[config.mk]
export PLATFORM = sky130hd
export DESIGN_NAME = alc_top
export DESIGN_NICKNAME = d
export VERILOG_FILES = /design/src/hdl/alc_pkg.sv /design/src/hdl/alc_width_ext.sv /design/src/hdl/alc_top.sv
export SDC_FILE = /design/constraint.sdc
export NUM_CORES = 1
export LEC_CHECK = 0
export ABC_CLOCK_PERIOD_IN_PS = 4700
export BUFFER_PORTS_ARGS = -buffer_cell sky130_fd_sc_hd__buf_4
export CAP_MARGIN = 20
export CORE_MARGIN = 8
export CORE_UTILIZATION = 60
export DETAILED_ROUTE_END_ITERATION = 10
export PLACE_DENSITY = 0.85
export SKIP_LAST_GASP = 1
export SYNTH_ARGS = -nofsm -noshare
export SYNTH_HDL_FRONTEND = slang
export SYNTH_SLANG_ARGS = --single-unit
[constraint.sdc]
create_clock -name clk -period 4.7 [get_ports clk]
set_clock_uncertainty 0.15 [all_clocks]
set_input_delay 0.235 -clock clk [delete_from_list [all_inputs] [get_ports clk]]
set_output_delay 0.235 -clock clk [all_outputs]
set_load 0.02 [all_outputs]
[src/hdl/alc_pkg.sv]
// Shared constants and types for the chain self-check and width compensation block
package alc_pkg;
    // ==========================================
    // Clock and timing
    localparam int CLK_NS = 10;
    localparam int PWM_PERIOD_NS = 250000;
    localparam int PWM_LEVELS = 256;
    localparam int PWM_SLOT_CYC = PWM_PERIOD_NS / (CLK_NS * PWM_LEVELS);
    localparam int COMP_STEP_NS = 260;
    localparam int COMP_STEP_CYC = (COMP_STEP_NS + CLK_NS - 1) / CLK_NS;
    localparam int SETTLE_US = 100;
    localparam int SETTLE_CYC = SETTLE_US * 1000 / CLK_NS;
    localparam logic [2:0] COMP_MAX = 3'h6;
    // ==========================================
    // Register bus shape
    localparam int AW = 8;
    localparam int DW = 32;
    localparam int NCH = 4;
    // ==========================================
    // Register offsets (byte addresses)
    localparam logic [7:0] OFF_CTRL = 8'h00;
    localparam logic [7:0] OFF_COMP = 8'h04;
    localparam logic [7:0] OFF_START = 8'h08;
    localparam logic [7:0] OFF_STATUS = 8'h0C;
    localparam logic [7:0] OFF_DUTY0 = 8'h10;
    // ==========================================
    // Field positions
    localparam int CTRL_SELFCHK = 0;
    localparam int CTRL_AUTO_ADDR = 1;
    localparam int CTRL_AUTO_WRITE = 2;
    localparam int CTRL_ADAPTIVE = 3;
    localparam int CTRL_RERUN = 4;
    localparam int ST_DONE = 0;
    localparam int ST_FIRST = 1;
    localparam int ST_SHOW = 2;
    localparam int ST_SKIP = 3;
    localparam int START_W = 12;
    localparam int RED_CH = 0;
    // ==========================================
    // Reset values
    localparam logic [2:0] COMP_RST = 3'h0;
    localparam logic [11:0] START_RST = 12'h001;
    localparam logic [7:0] DUTY_RST = 8'h00;
    // ==========================================
    // Types
    typedef struct packed {
        logic selfchk_en;
        logic auto_addr;
        logic auto_write;
        logic adaptive;
    } alc_cfg_s;
    typedef enum logic [1:0] {
        SC_SETTLE,
        SC_SAMPLE,
        SC_SHOW,
        SC_IDLE
    } alc_sc_e;
endpackage

[src/hdl/alc_width_ext.sv]
// One output channel on-time lengthening stage
`timescale 1ns/10ps
module alc_width_ext
    import alc_pkg::*;
(
    input wire logic clk,
    input wire logic reset_n,
    input wire logic pulse_in,
    input wire logic [2:0] level,
    output logic pulse_out
);
    // ==========================================
    // State
    logic [7:0] hold_reg; // Remaining extension cycles
    logic [7:0] hold_next;
    logic out_reg; // Registered channel output
    logic out_next;

    assign pulse_out = out_reg;

    // Next state: restart hold on every on cycle, drain it when off
    always_comb
    begin
        hold_next = hold_reg;
        out_next = 1'b0;
        if (pulse_in)
        begin
            // Load level times step; a new pulse during the tail reloads the full hold
            hold_next = 8'(level * COMP_STEP_CYC);
            out_next = 1'b1;
        end
        else if (hold_reg != 8'h00)
        begin
            // Tail after the raw pulse falls; level zero never loads one
            hold_next = hold_reg - 8'h01;
            out_next = 1'b1;
        end
    end

    // Registers
    always_ff @(posedge clk or negedge reset_n)
    begin
        if (!reset_n)
        begin
            hold_reg <= 8'h00;
            out_reg <= 1'b0;
        end
        else
        begin
            hold_reg <= hold_next;
            out_reg <= out_next;
        end
    end
endmodule

[src/hdl/alc_top.sv]
// Chain self-check, PWM outputs and on-width compensation with register port
`timescale 1ns/10ps

module alc_top
    import alc_pkg::*;
#(
    parameter int SETTLE_CYCLES = SETTLE_CYC
)
(
    input wire logic clk,
    input wire logic reset_n,
    input wire logic [AW-1:0] addr,
    input wire logic [DW-1:0] wdata,
    input wire logic wr_stb,
    input wire logic rd_stb,
    output logic [DW-1:0] rdata,
    input wire logic address_chain_input,
    output logic address_chain_output,
    output logic [NCH-1:0] out_pwm
);
    // ==========================================
    // Decode helper
    // Address match, used by the write and read paths
    function automatic logic hit(input logic [AW-1:0] a, input logic [AW-1:0] off);
        hit = (a == off);
    endfunction

    // ==========================================
    // Chain input synchroniser
    logic chain_s1_reg; // First stage, read only by the second
    logic chain_s2_reg; // Safe level
    logic chain_out_reg; // Level offered to the next lamp

    // Two flops in from the pin, steady high out to the next lamp
    always_ff @(posedge clk or negedge reset_n)
    begin
        if (!reset_n)
        begin
            chain_s1_reg <= 1'b0;
            chain_s2_reg <= 1'b0;
            chain_out_reg <= 1'b0;
        end
        else
        begin
            chain_s1_reg <= address_chain_input;
            chain_s2_reg <= chain_s1_reg;
            chain_out_reg <= 1'b1;
        end
    end

    assign address_chain_output = chain_out_reg;

    // ==========================================
    // Settings registers
    alc_cfg_s cfg_reg; // Self-check and automatic function bits
    alc_cfg_s cfg_next;
    logic [2:0] comp_reg; // Compensation level 0..6
    logic [2:0] comp_next;
    logic [START_W-1:0] start_reg; // Start channel address
    logic [START_W-1:0] start_next;
    logic [7:0] duty_reg [NCH]; // Grey level per channel
    logic [7:0] duty_next [NCH];
    logic rerun; // Software replay of the power-up check
    logic duty_wr; // Any grey level write
    logic [DW-1:0] rdata_reg; // Read answer
    logic [DW-1:0] rdata_next;

    // Next values of the settings from the write strobe
    always_comb
    begin
        cfg_next = cfg_reg;
        comp_next = comp_reg;
        start_next = start_reg;
        duty_next = duty_reg;
        rerun = 1'b0;
        duty_wr = 1'b0;
        if (wr_stb)
        begin
            if (hit(addr, OFF_CTRL))
            begin
                // Control bits other than rerun kept until rewritten; rerun is a one-cycle strobe
                cfg_next.selfchk_en = wdata[CTRL_SELFCHK];
                cfg_next.auto_addr = wdata[CTRL_AUTO_ADDR];
                cfg_next.auto_write = wdata[CTRL_AUTO_WRITE];
                cfg_next.adaptive = wdata[CTRL_ADAPTIVE];
                rerun = wdata[CTRL_RERUN];
            end
            if (hit(addr, OFF_COMP))
            begin
                // Out-of-range levels clamp to the top level
                comp_next = (wdata[2:0] > COMP_MAX) ? COMP_MAX : wdata[2:0];
            end
            if (hit(addr, OFF_START))
            begin
                // Full 12-bit start address, reached over the bus port only
                start_next = wdata[START_W-1:0];
            end
            for (int i = 0; i < NCH; i++)
            begin
                if (hit(addr, AW'(OFF_DUTY0 + 8'(4 * i))))
                begin
                    duty_next[i] = wdata[7:0];
                    duty_wr = 1'b1;
                end
            end
        end
    end

    // ==========================================
    // Self-check sequencer
    alc_sc_e sc_reg; // Check state
    alc_sc_e sc_next;
    logic [15:0] settle_reg; // Settle counter after power-up
    logic [15:0] settle_next;
    logic first_reg; // Open line or first chip seen
    logic first_next;
    logic done_reg; // Check finished at least once
    logic done_next;
    logic skip_reg; // Check was skipped
    logic skip_next;
    logic auto_any; // Some automatic function is on

    assign auto_any = cfg_reg.auto_addr | cfg_reg.auto_write | cfg_reg.adaptive;

    // Next state of the check: settle, sample, show, idle
    always_comb
    begin
        sc_next = sc_reg;
        settle_next = settle_reg;
        first_next = first_reg;
        done_next = done_reg;
        skip_next = skip_reg;
        unique case (sc_reg)
            SC_SETTLE:
            begin
                // Let the upstream lamp drive its output first
                if (settle_reg >= 16'(SETTLE_CYCLES - 1))
                begin
                    sc_next = SC_SAMPLE;
                end
                else
                begin
                    settle_next = settle_reg + 16'h0001;
                end
            end
            SC_SAMPLE:
            begin
                done_next = 1'b1;
                if (!cfg_reg.selfchk_en || auto_any)
                begin
                    // Disabled or automatic mode: no check at all
                    skip_next = 1'b1;
                    sc_next = SC_IDLE;
                end
                else
                begin
                    // Floating input rests low on its pull-down: first chip
                    first_next = !chain_s2_reg;
                    skip_next = 1'b0;
                    sc_next = SC_SHOW;
                end
            end
            SC_SHOW:
            begin
                // Result stays lit until grey data arrives
                if (duty_wr)
                begin
                    sc_next = SC_IDLE;
                end
            end
            SC_IDLE:
            begin
                sc_next = SC_IDLE;
            end
        endcase
        if (rerun)
        begin
            // Replay the power-up sequence
            sc_next = SC_SETTLE;
            settle_next = 16'h0000;
            first_next = 1'b0;
        end
    end

    // ==========================================
    // Register read
    // Answer one cycle after the read strobe, zero elsewhere
    always_comb
    begin
        rdata_next = '0;
        if (rd_stb)
        begin
            if (hit(addr, OFF_CTRL))
            begin
                rdata_next[CTRL_SELFCHK] = cfg_reg.selfchk_en;
                rdata_next[CTRL_AUTO_ADDR] = cfg_reg.auto_addr;
                rdata_next[CTRL_AUTO_WRITE] = cfg_reg.auto_write;
                rdata_next[CTRL_ADAPTIVE] = cfg_reg.adaptive;
            end
            if (hit(addr, OFF_COMP))
            begin
                rdata_next[2:0] = comp_reg;
            end
            if (hit(addr, OFF_START))
            begin
                rdata_next[START_W-1:0] = start_reg;
            end
            if (hit(addr, OFF_STATUS))
            begin
                rdata_next[ST_DONE] = done_reg;
                rdata_next[ST_FIRST] = first_reg;
                rdata_next[ST_SHOW] = (sc_reg == SC_SHOW);
                rdata_next[ST_SKIP] = skip_reg;
            end
            for (int i = 0; i < NCH; i++)
            begin
                if (hit(addr, AW'(OFF_DUTY0 + 8'(4 * i))))
                begin
                    rdata_next[7:0] = duty_reg[i];
                end
            end
        end
    end

    assign rdata = rdata_reg;

    // Registers of settings, check and read answer
    always_ff @(posedge clk or negedge reset_n)
    begin
        if (!reset_n)
        begin
            cfg_reg <= '0;
            comp_reg <= COMP_RST;
            start_reg <= START_RST;
            for (int i = 0; i < NCH; i++)
            begin
                duty_reg[i] <= DUTY_RST;
            end
            sc_reg <= SC_SETTLE;
            settle_reg <= 16'h0000;
            first_reg <= 1'b0;
            done_reg <= 1'b0;
            skip_reg <= 1'b0;
            rdata_reg <= '0;
        end
        else
        begin
            cfg_reg <= cfg_next;
            comp_reg <= comp_next;
            start_reg <= start_next;
            duty_reg <= duty_next;
            sc_reg <= sc_next;
            settle_reg <= settle_next;
            first_reg <= first_next;
            done_reg <= done_next;
            skip_reg <= skip_next;
            rdata_reg <= rdata_next;
        end
    end

    // ==========================================
    // PWM time base
    logic [7:0] slot_reg; // Cycles within one grey step
    logic [7:0] slot_next;
    logic [7:0] phase_reg; // Position in the PWM period
    logic [7:0] phase_next;

    // Step the phase once per slot
    always_comb
    begin
        slot_next = slot_reg + 8'h01;
        phase_next = phase_reg;
        if (slot_reg >= 8'(PWM_SLOT_CYC - 1))
        begin
            slot_next = 8'h00;
            phase_next = phase_reg + 8'h01;
        end
    end

    always_ff @(posedge clk or negedge reset_n)
    begin
        if (!reset_n)
        begin
            slot_reg <= 8'h00;
            phase_reg <= 8'h00;
        end
        else
        begin
            slot_reg <= slot_next;
            phase_reg <= phase_next;
        end
    end

    // ==========================================
    // Channel outputs
    generate
        for (genvar g = 0; g < NCH; g++)
        begin : g_ch
            logic raw; // Uncompensated on request
            // While showing the result only red may light
            assign raw = (sc_reg == SC_SHOW) ? ((g == RED_CH) && first_reg)
                                             : (phase_reg < duty_reg[g]);
            alc_width_ext u_ext
            (
                .clk(clk),
                .reset_n(reset_n),
                .pulse_in(raw),
                .level(comp_reg),
                .pulse_out(out_pwm[g])
            );
        end
    endgenerate
endmodule

After elaboration in Yosys (flattened, before gate mapping):

Index checks and enable logic that the tools add are counted.

* logic and storage cells: 135
* input bits: 45
* register bits: 139
* output and inout bits: 37

* bitwise gates (word level): 2
* order comparisons: 7
* $add $sub $neg: 7
* equality and inequality tests: 14
* reductions and logical operators: 25
* muxes and demuxes: 50
* multipliers: 1

Operators with widths (count)
* two-way mux 8 bit: 13
* two-way mux 16 bit: 3
* equality test 8 x 5 -> 1 bit, second input constant: 4
* less-than comparator 8 bit: 4
* nonzero test 8 bit: 4
* subtractor 8 x 1 -> 8 bit, second input constant: 4
* two-way mux 1 bit: 24
* two-way mux 12 bit: 2
* AND reduction 2 bit: 10
* adder 16 x 1 -> 16 bit, second input constant: 1
* adder 8 x 1 -> 8 bit, second input constant: 2
* equality test 8 x 4 -> 1 bit, second input constant: 2
* >= comparator 16 x 14 -> 1 bit, second input constant: 1
* nonzero test 2 bit: 6
* equality test 8 x 3 -> 1 bit, second input constant: 1
* >= comparator 8 x 7 -> 1 bit, second input constant: 1
* logical NOT 8 bit: 1
* two-way mux 4 bit: 2
* case mux 2 bit (4 select lines): 1
* multiplier 3 x 4 -> 7 bit, second input constant: 1
* two-way mux 2 bit: 3
* two-way mux 3 bit: 2
* inequality test 3 bit, second input constant: 2
* equality test 2 bit, second input constant: 2
* 7 further kinds: 10

Longest topological paths before layout:

* word-level depth: 10
* gate-level depth with buffers: 7
* gate-level depth less buffers: 7

Modules after synthesis:

A second synthesis with hierarchy kept.

* cells, all modules: 764
* area total of the unflattened synthesis: 8056.5 um^2

Modules (own cells, without submodules)
* alc_top: area an instance 5559.1 um^2, times used 1, cells an instance 524, sequential area each 2578.7 um^2
* alc_width_ext: area an instance 624.3 um^2, times used 4, cells an instance 60, sequential area each 225.2 um^2

Worst setup path before layout:

Ideal clock, no wire load.

* path type: reg-to-reg
* from: register phase_reg[2]
* to: register g_ch[2].u_ext.hold_reg[1]
* period minus slack after synthesis: 2359 ps
* setup time: 125 ps
* path slack: 2341 ps
* data required time: 4425 ps
* path buffers: 0
* cell stages (with the launch flop): 6
* arrival: 2084 ps
* cells stage by stage: dfrtp_1 -> ha_1 -> a211oi_1 -> a211oi_1 -> nor4_2 -> mux2_2

* word-level cells in the longest chain between the ends: 3
* elaborated cells between the ends (all ways): 4
* classes of those cells: order compare: 1; mux: 2; reduce/logical: 1

RTL lines
* from (decl): line alc_top.sv:265 `logic [7:0] phase_reg;`
* from (signal assigned): line alc_top.sv:290 `phase_reg <= phase_next;`
* less-than comparator 8 bit *: line alc_top.sv:302 `: (phase_reg < duty_reg[g]);`
* two-way mux 1 bit *: line alc_top.sv:301 `assign raw = (sc_reg == SC_SHOW) ? ((g == RED_CH) && first_reg)`
* two-way mux 8 bit or nonzero test 2 bit (tied branches)
* to (signal assigned): line alc_width_ext.sv:50 `hold_reg <= hold_next;`
* to (decl): line alc_width_ext.sv:14 `logic [7:0] hold_reg;`

Every way passes the cells marked *; elsewhere a longest branch is shown, timed or not.
A chain may end at the register's enable or synchronous reset.

Worst setup path in the final report:

* from: register phase_reg[2]
* to: register g_ch[1].u_ext.hold_reg[2]

* word-level cells in the longest chain between the ends: 3
* elaborated cells between the ends (all ways): 4
* classes of those cells: order compare: 1; mux: 2; reduce/logical: 1

RTL lines (line)
* less-than comparator 8 bit *: alc_top.sv:302
* two-way mux 1 bit *: alc_top.sv:301
* two-way mux 8 bit or nonzero test 2 bit (tied branches)
* to (signal assigned): alc_width_ext.sv:50
* to (decl): alc_width_ext.sv:14

Marks and branches as above.

==> impl_metrics.xml <==
<?xml version="1.0" encoding="UTF-8"?>
<metrics>
  <group name="detailed_routing">
    <metric name="wl_met2" unit="mm">8.56</metric>
    <metric name="wl_per_cell" unit="microns">18.2</metric>
    <metric name="total_via_count_after_detailed_routing" unit="">5399</metric>
    <metric name="routed_wl" unit="mm">17.0</metric>
    <metric name="wl_met1" unit="mm">6.93</metric>
    <metric name="routed-wl-met3" unit="mm">1.22</metric>
    <metric name="via_per_inst" unit="">5.79</metric>
    <metric name="route.antenna.remaining_nets" unit="">0</metric>
    <metric name="detail_route.first_pass.iterations" unit="">6</metric>
    <metric name="drt_drc_violations_left" unit="">0</metric>
    <metric name="routed.top_layer" unit="">met4</metric>
    <metric name="drt_iter0_drc" unit="">433</metric>
  </group>
  <group name="setup_path">
    <metric name="worst-endpoint-arrival" unit="ns">2.92</metric>
    <metric name="cpMaxStageDelayCell" unit="">sky130_fd_sc_hd__nor4_4</metric>
    <metric name="r2r_setup_slack" unit="ns">1.94</metric>
    <metric name="crit_required" unit="ns">4.86</metric>
    <metric name="critical_path.n_buffers_inverters" unit="">0</metric>
    <metric name="crit_family" unit="">simple AND/OR/NAND/NOR gates</metric>
    <metric name="r2r_end" unit="">g_ch[1].u_ext.hold_reg[2]$_DFFE_PN0P_</metric>
    <metric name="startpoint_type" unit="">flop</metric>
    <metric name="critical_path_class" unit="">flop to flop</metric>
    <metric name="worst_r2r_path_cells" unit="">6</metric>
    <metric name="critPathCaptureType" unit="">flop</metric>
    <metric name="critical_path_peak_fanout" unit="">9</metric>
    <metric name="rr_startpoint" unit="">phase_reg[2]$_DFFE_PN0N_</metric>
    <metric name="timing.critical_path.depth" unit="">6</metric>
    <metric name="critical_path.cell_chain" unit="">ha_1 &gt; a211o_1 &gt; a31oi_1 &gt; nor3_1 &gt; nor4_4 &gt; mux2_2</metric>
    <metric name="timing.critical_path.slowest_cell_delay" unit="ns">0.64</metric>
  </group>
  <group name="clocking">
    <metric name="insertion_delay" unit="ns">0.42</metric>
    <metric name="post_cts_resized" unit="">0</metric>
    <metric name="worst_setup_hold_path_clk_slew" unit="ns">0.06</metric>
    <metric name="tritoncts" unit="">built</metric>
    <metric name="clock_tree.buffer_depth" unit="">2</metric>
    <metric name="cts_htree_levels" unit="">4</metric>
    <metric name="clockRootBuffer" unit="">sky130_fd_sc_hd__clkbuf_16</metric>
    <metric name="cts-buffers-inserted" unit="">17</metric>
    <metric name="clock-sinks" unit="">139</metric>
    <metric name="cts_setup_buffers" unit="">0</metric>
  </group>
  <group name="floorplan">
    <metric name="die_area" unit="sq um">16300</metric>
    <metric name="initial_standard_cell_utilization_of_the_core" unit="%">61.9</metric>
    <metric name="core-area" unit="sq um">12100</metric>
    <metric name="design.portCount" unit="">82</metric>
    <metric name="die_h" unit="microns">128</metric>
    <metric name="die_x" unit="microns">128</metric>
    <metric name="fp-row-count" unit="">40</metric>
  </group>
  <group name="global_route">
    <metric name="maximum_number_of_pins_on_one_net_before_global_route_repair" unit="">91</metric>
    <metric name="global_route_wire_length_before_repair" unit="mm">28.5</metric>
    <metric name="grt-ovfl-total" unit="">0</metric>
    <metric name="first_global_vias" unit="">5743</metric>
    <metric name="gr-usage-all-layers" unit="%">22.0</metric>
    <metric name="number_of_antenna_violations_at_the_first_check_in_global_routing" unit="">0</metric>
  </group>
  <group name="logic_synthesis">
    <metric name="syn_area" unit="sq um">7460</metric>
    <metric name="synthArstFlopShare" unit="%">100</metric>
    <metric name="syn_inst" unit="">693</metric>
    <metric name="synth_sequential_area_ratio" unit="%">46.6</metric>
    <metric name="yosys_register_bits" unit="">139</metric>
    <metric name="synthTopCellsByArea" unit="">sky130_fd_sc_hd__dfrtp_1 (46%), sky130_fd_sc_hd__mux2_2 (8.9%), sky130_fd_sc_hd__ha_1 (7.0%)</metric>
    <metric name="yosysTopAreaCellShare" unit="%">46.3</metric>
    <metric name="synth_area_per_cell" unit="sq um">10.8</metric>
    <metric name="synth_enable_flop_cells" unit="">0</metric>
    <metric name="post_synth_num_cell_types" unit="">57</metric>
    <metric name="synth_top_cell_by_area" unit="">sky130_fd_sc_hd__dfrtp_1</metric>
    <metric name="ys.flop_type" unit="">sky130_fd_sc_hd__dfrtp_1</metric>
    <metric name="ys.warnings.count" unit="">0</metric>
  </group>
  <group name="placed_design">
    <metric name="replace_congestion" unit="">0.863</metric>
    <metric name="hpwlAfterDp" unit="mm">11.7</metric>
    <metric name="port-buffer-count" unit="">41</metric>
    <metric name="dpl-instance-area" unit="sq um">7800</metric>
  </group>
  <group name="worst_hold_path">
    <metric name="hold_path.class" unit="">input port to flop</metric>
    <metric name="holdCritStartpoint" unit="">addr[1]</metric>
    <metric name="whs_path_depth" unit="">4</metric>
    <metric name="endpoint_with_the_worst_hold_slack" unit="">rdata[7]$_DFF_PN0_</metric>
  </group>
  <group name="power">
    <metric name="p_per_area" unit="nW/um^2">476</metric>
    <metric name="max-vdd-ir-drop" unit="mV">0.262</metric>
    <metric name="p_total" unit="uW">4080</metric>
    <metric name="static-leakage-power" unit="uW">0.00410</metric>
  </group>
  <group name="timing">
    <metric name="rsz0062_at_grt" unit="">false</metric>
    <metric name="final_hold_viol_count" unit="">0</metric>
    <metric name="fmax" unit="MHz">363</metric>
    <metric name="setup_viol" unit="">0</metric>
    <metric name="worst_slew_margin_rel" unit="%">28.9</metric>
    <metric name="timing.final.max_slew_violations" unit="">0</metric>
    <metric name="max_slew.worst_pin.slew" unit="ns">1.06</metric>
    <metric name="final_min_period_over_clock_period" unit="%">58.7</metric>
    <metric name="layout_min_cycle_time" unit="ns">2.76</metric>
    <metric name="totalNegativeSetupSlack" unit="ns">0</metric>
  </group>
  <group name="status">
    <metric name="result_of_the_run" unit="">complete, no violations</metric>
  </group>
  <group name="final_layout">
    <metric name="share_of_cells_above_drive_strength_1" unit="%">20.2</metric>
    <metric name="final_nets" unit="">839</metric>
    <metric name="insertedDiodeCount" unit="">0</metric>
    <metric name="nFillCells" unit="">808</metric>
    <metric name="layout.cell_area.non_filler" unit="sq um">8570</metric>
    <metric name="syn_to_final_growth" unit="%">14.9</metric>
  </group>
  <group name="run">
    <metric name="drv.max_cap_violation_count" unit="">0</metric>
  </group>
</metrics>
[report_power, final]
| group | internal (uW) | switching [uW] | total (uW) | leakage, uW |
|---|---|---|---|---|
| logic | 547 | 614 | 1160 | 0.00207 |
| clock network | 899 | 512 | 1410 | 0.000307 |
| registers | 1340 | 164 | 1500 | 0.00172 |
[how the worst max path moves through the flow]
stage,startpoint,to
6_report,phase_reg[2]$_DFFE_PN0N_,g_ch[1].u_ext.hold_reg[2]$_DFFE_PN0P_
5_1_grt,g_ch[0].u_ext.hold_reg[0]$_DFFE_PN0P_,g_ch[0].u_ext.hold_reg[1]$_DFFE_PN0P_
4_1_cts,g_ch[0].u_ext.hold_reg[0]$_DFFE_PN0P_,g_ch[0].u_ext.hold_reg[1]$_DFFE_PN0P_
3_5_place_dp,addr[0],duty_reg[8]$_DFFE_PN0P_
3_3_place_gp,addr[0],duty_reg[8]$_DFFE_PN0P_
2_1_floorplan,phase_reg[2]$_DFFE_PN0N_,g_ch[2].u_ext.hold_reg[1]$_DFFE_PN0P_
[per-stage QoR]
step | util, % | setup WS [ns] | hold WS [ns] | instances
6_report | 71.1 | 1.94 | 0.0437 | 932
5_1_grt | 71.1 | 1.72 | 0.0618 | 932
4_1_cts | 71.1 | 1.96 | 0.0248 | 932
3_5_place_dp | 64.7 | 1.81 | 0.192 | 885
3_3_place_gp | 64.6 | 1.88 | 0.187 | 884
2_1_floorplan | - | 2.34 | -0.211 | 713
[routing by layer]
layer	track usage, %	up-vias
li1	-	2486
met1	25.9	2699
met2	37.4	180
met3	6.70	34
met4	7.42	0
met5	0	-
[cell families after synthesis]
logic type	share of synthesized area [%]
multiplexers	13.2
AO/OA/AOI/OAI	6.42
AND/OR/NAND/NOR	15.7
adder cells (fa/ha/maj)	7.31
flip-flops	46.6
buffers and inverters	5.93
XOR/XNOR	4.69
other	0.101
[layout make-up]
class | instances | area [sq um] | area share, %
inverters | 44 | 165 | 1.93
clock inverters | 12 | 171 | 2.00
clock buffers | 20 | 447 | 5.21
multi-input cells | 490 | 3620 | 42.2
repair buffers | 59 | 484 | 5.65
flip-flops and latches | 139 | 3480 | 40.6
well taps | 168 | 210 | 2.45
[synthesized netlist by cell type, drive strengths merged, types with 10 or more instances]
cell	n
dfrtp	138
nor2	73
mux2	59
inv	44
ha	42
nand2	37
o21ai	34
buf	33
xnor2	33
mux2i	23
a21oi	18
nor3	15
nand3	12
nand4	12
nand2b	11
nor4	10
[tightest hold or removal path, stage by stage]
cell                      delay [ns]
sky130_fd_sc_hd__buf_4          0.10
sky130_fd_sc_hd__nor3_1         0.07
sky130_fd_sc_hd__nand4_1        0.09
sky130_fd_sc_hd__o21ai_0        0.08
[placed cells by master (no fill, tap or decap), types with 6 or more instances in the layout]
master	count
sky130_fd_sc_hd__nor3b_1	6
sky130_fd_sc_hd__xnor2_1	33
sky130_fd_sc_hd__a21oi_1	18
sky130_fd_sc_hd__mux2i_1	23
sky130_fd_sc_hd__o21ai_0	34
sky130_fd_sc_hd__ha_1	42
sky130_fd_sc_hd__nor3_1	13
sky130_fd_sc_hd__mux2_2	59
sky130_fd_sc_hd__dfrtp_1	138
sky130_fd_sc_hd__nand2_1	37
sky130_fd_sc_hd__nand2b_1	11
sky130_fd_sc_hd__nor4_1	7
sky130_fd_sc_hd__nor2_1	71
sky130_fd_sc_hd__dlygate4sd3_1	15
sky130_fd_sc_hd__a211oi_1	6
sky130_fd_sc_hd__buf_4	43
sky130_fd_sc_hd__clkbuf_16	17
sky130_fd_sc_hd__conb_1	22
sky130_fd_sc_hd__and3_1	7
sky130_fd_sc_hd__inv_1	44
sky130_fd_sc_hd__xor2_1	7
sky130_fd_sc_hd__nand4_1	12
sky130_fd_sc_hd__nand3_1	12
sky130_fd_sc_hd__nor2b_1	9
[timing repair]
| action | 4_1_cts | 5_1_grt |
|---|---|---|
| endpoints found under the hold margin | 142 | 0 |
| endpoints found under the setup margin | 0 | 0 |
| hold buffers | 15 | 0 |
Note: power is estimated with default switching activity, not from simulation.
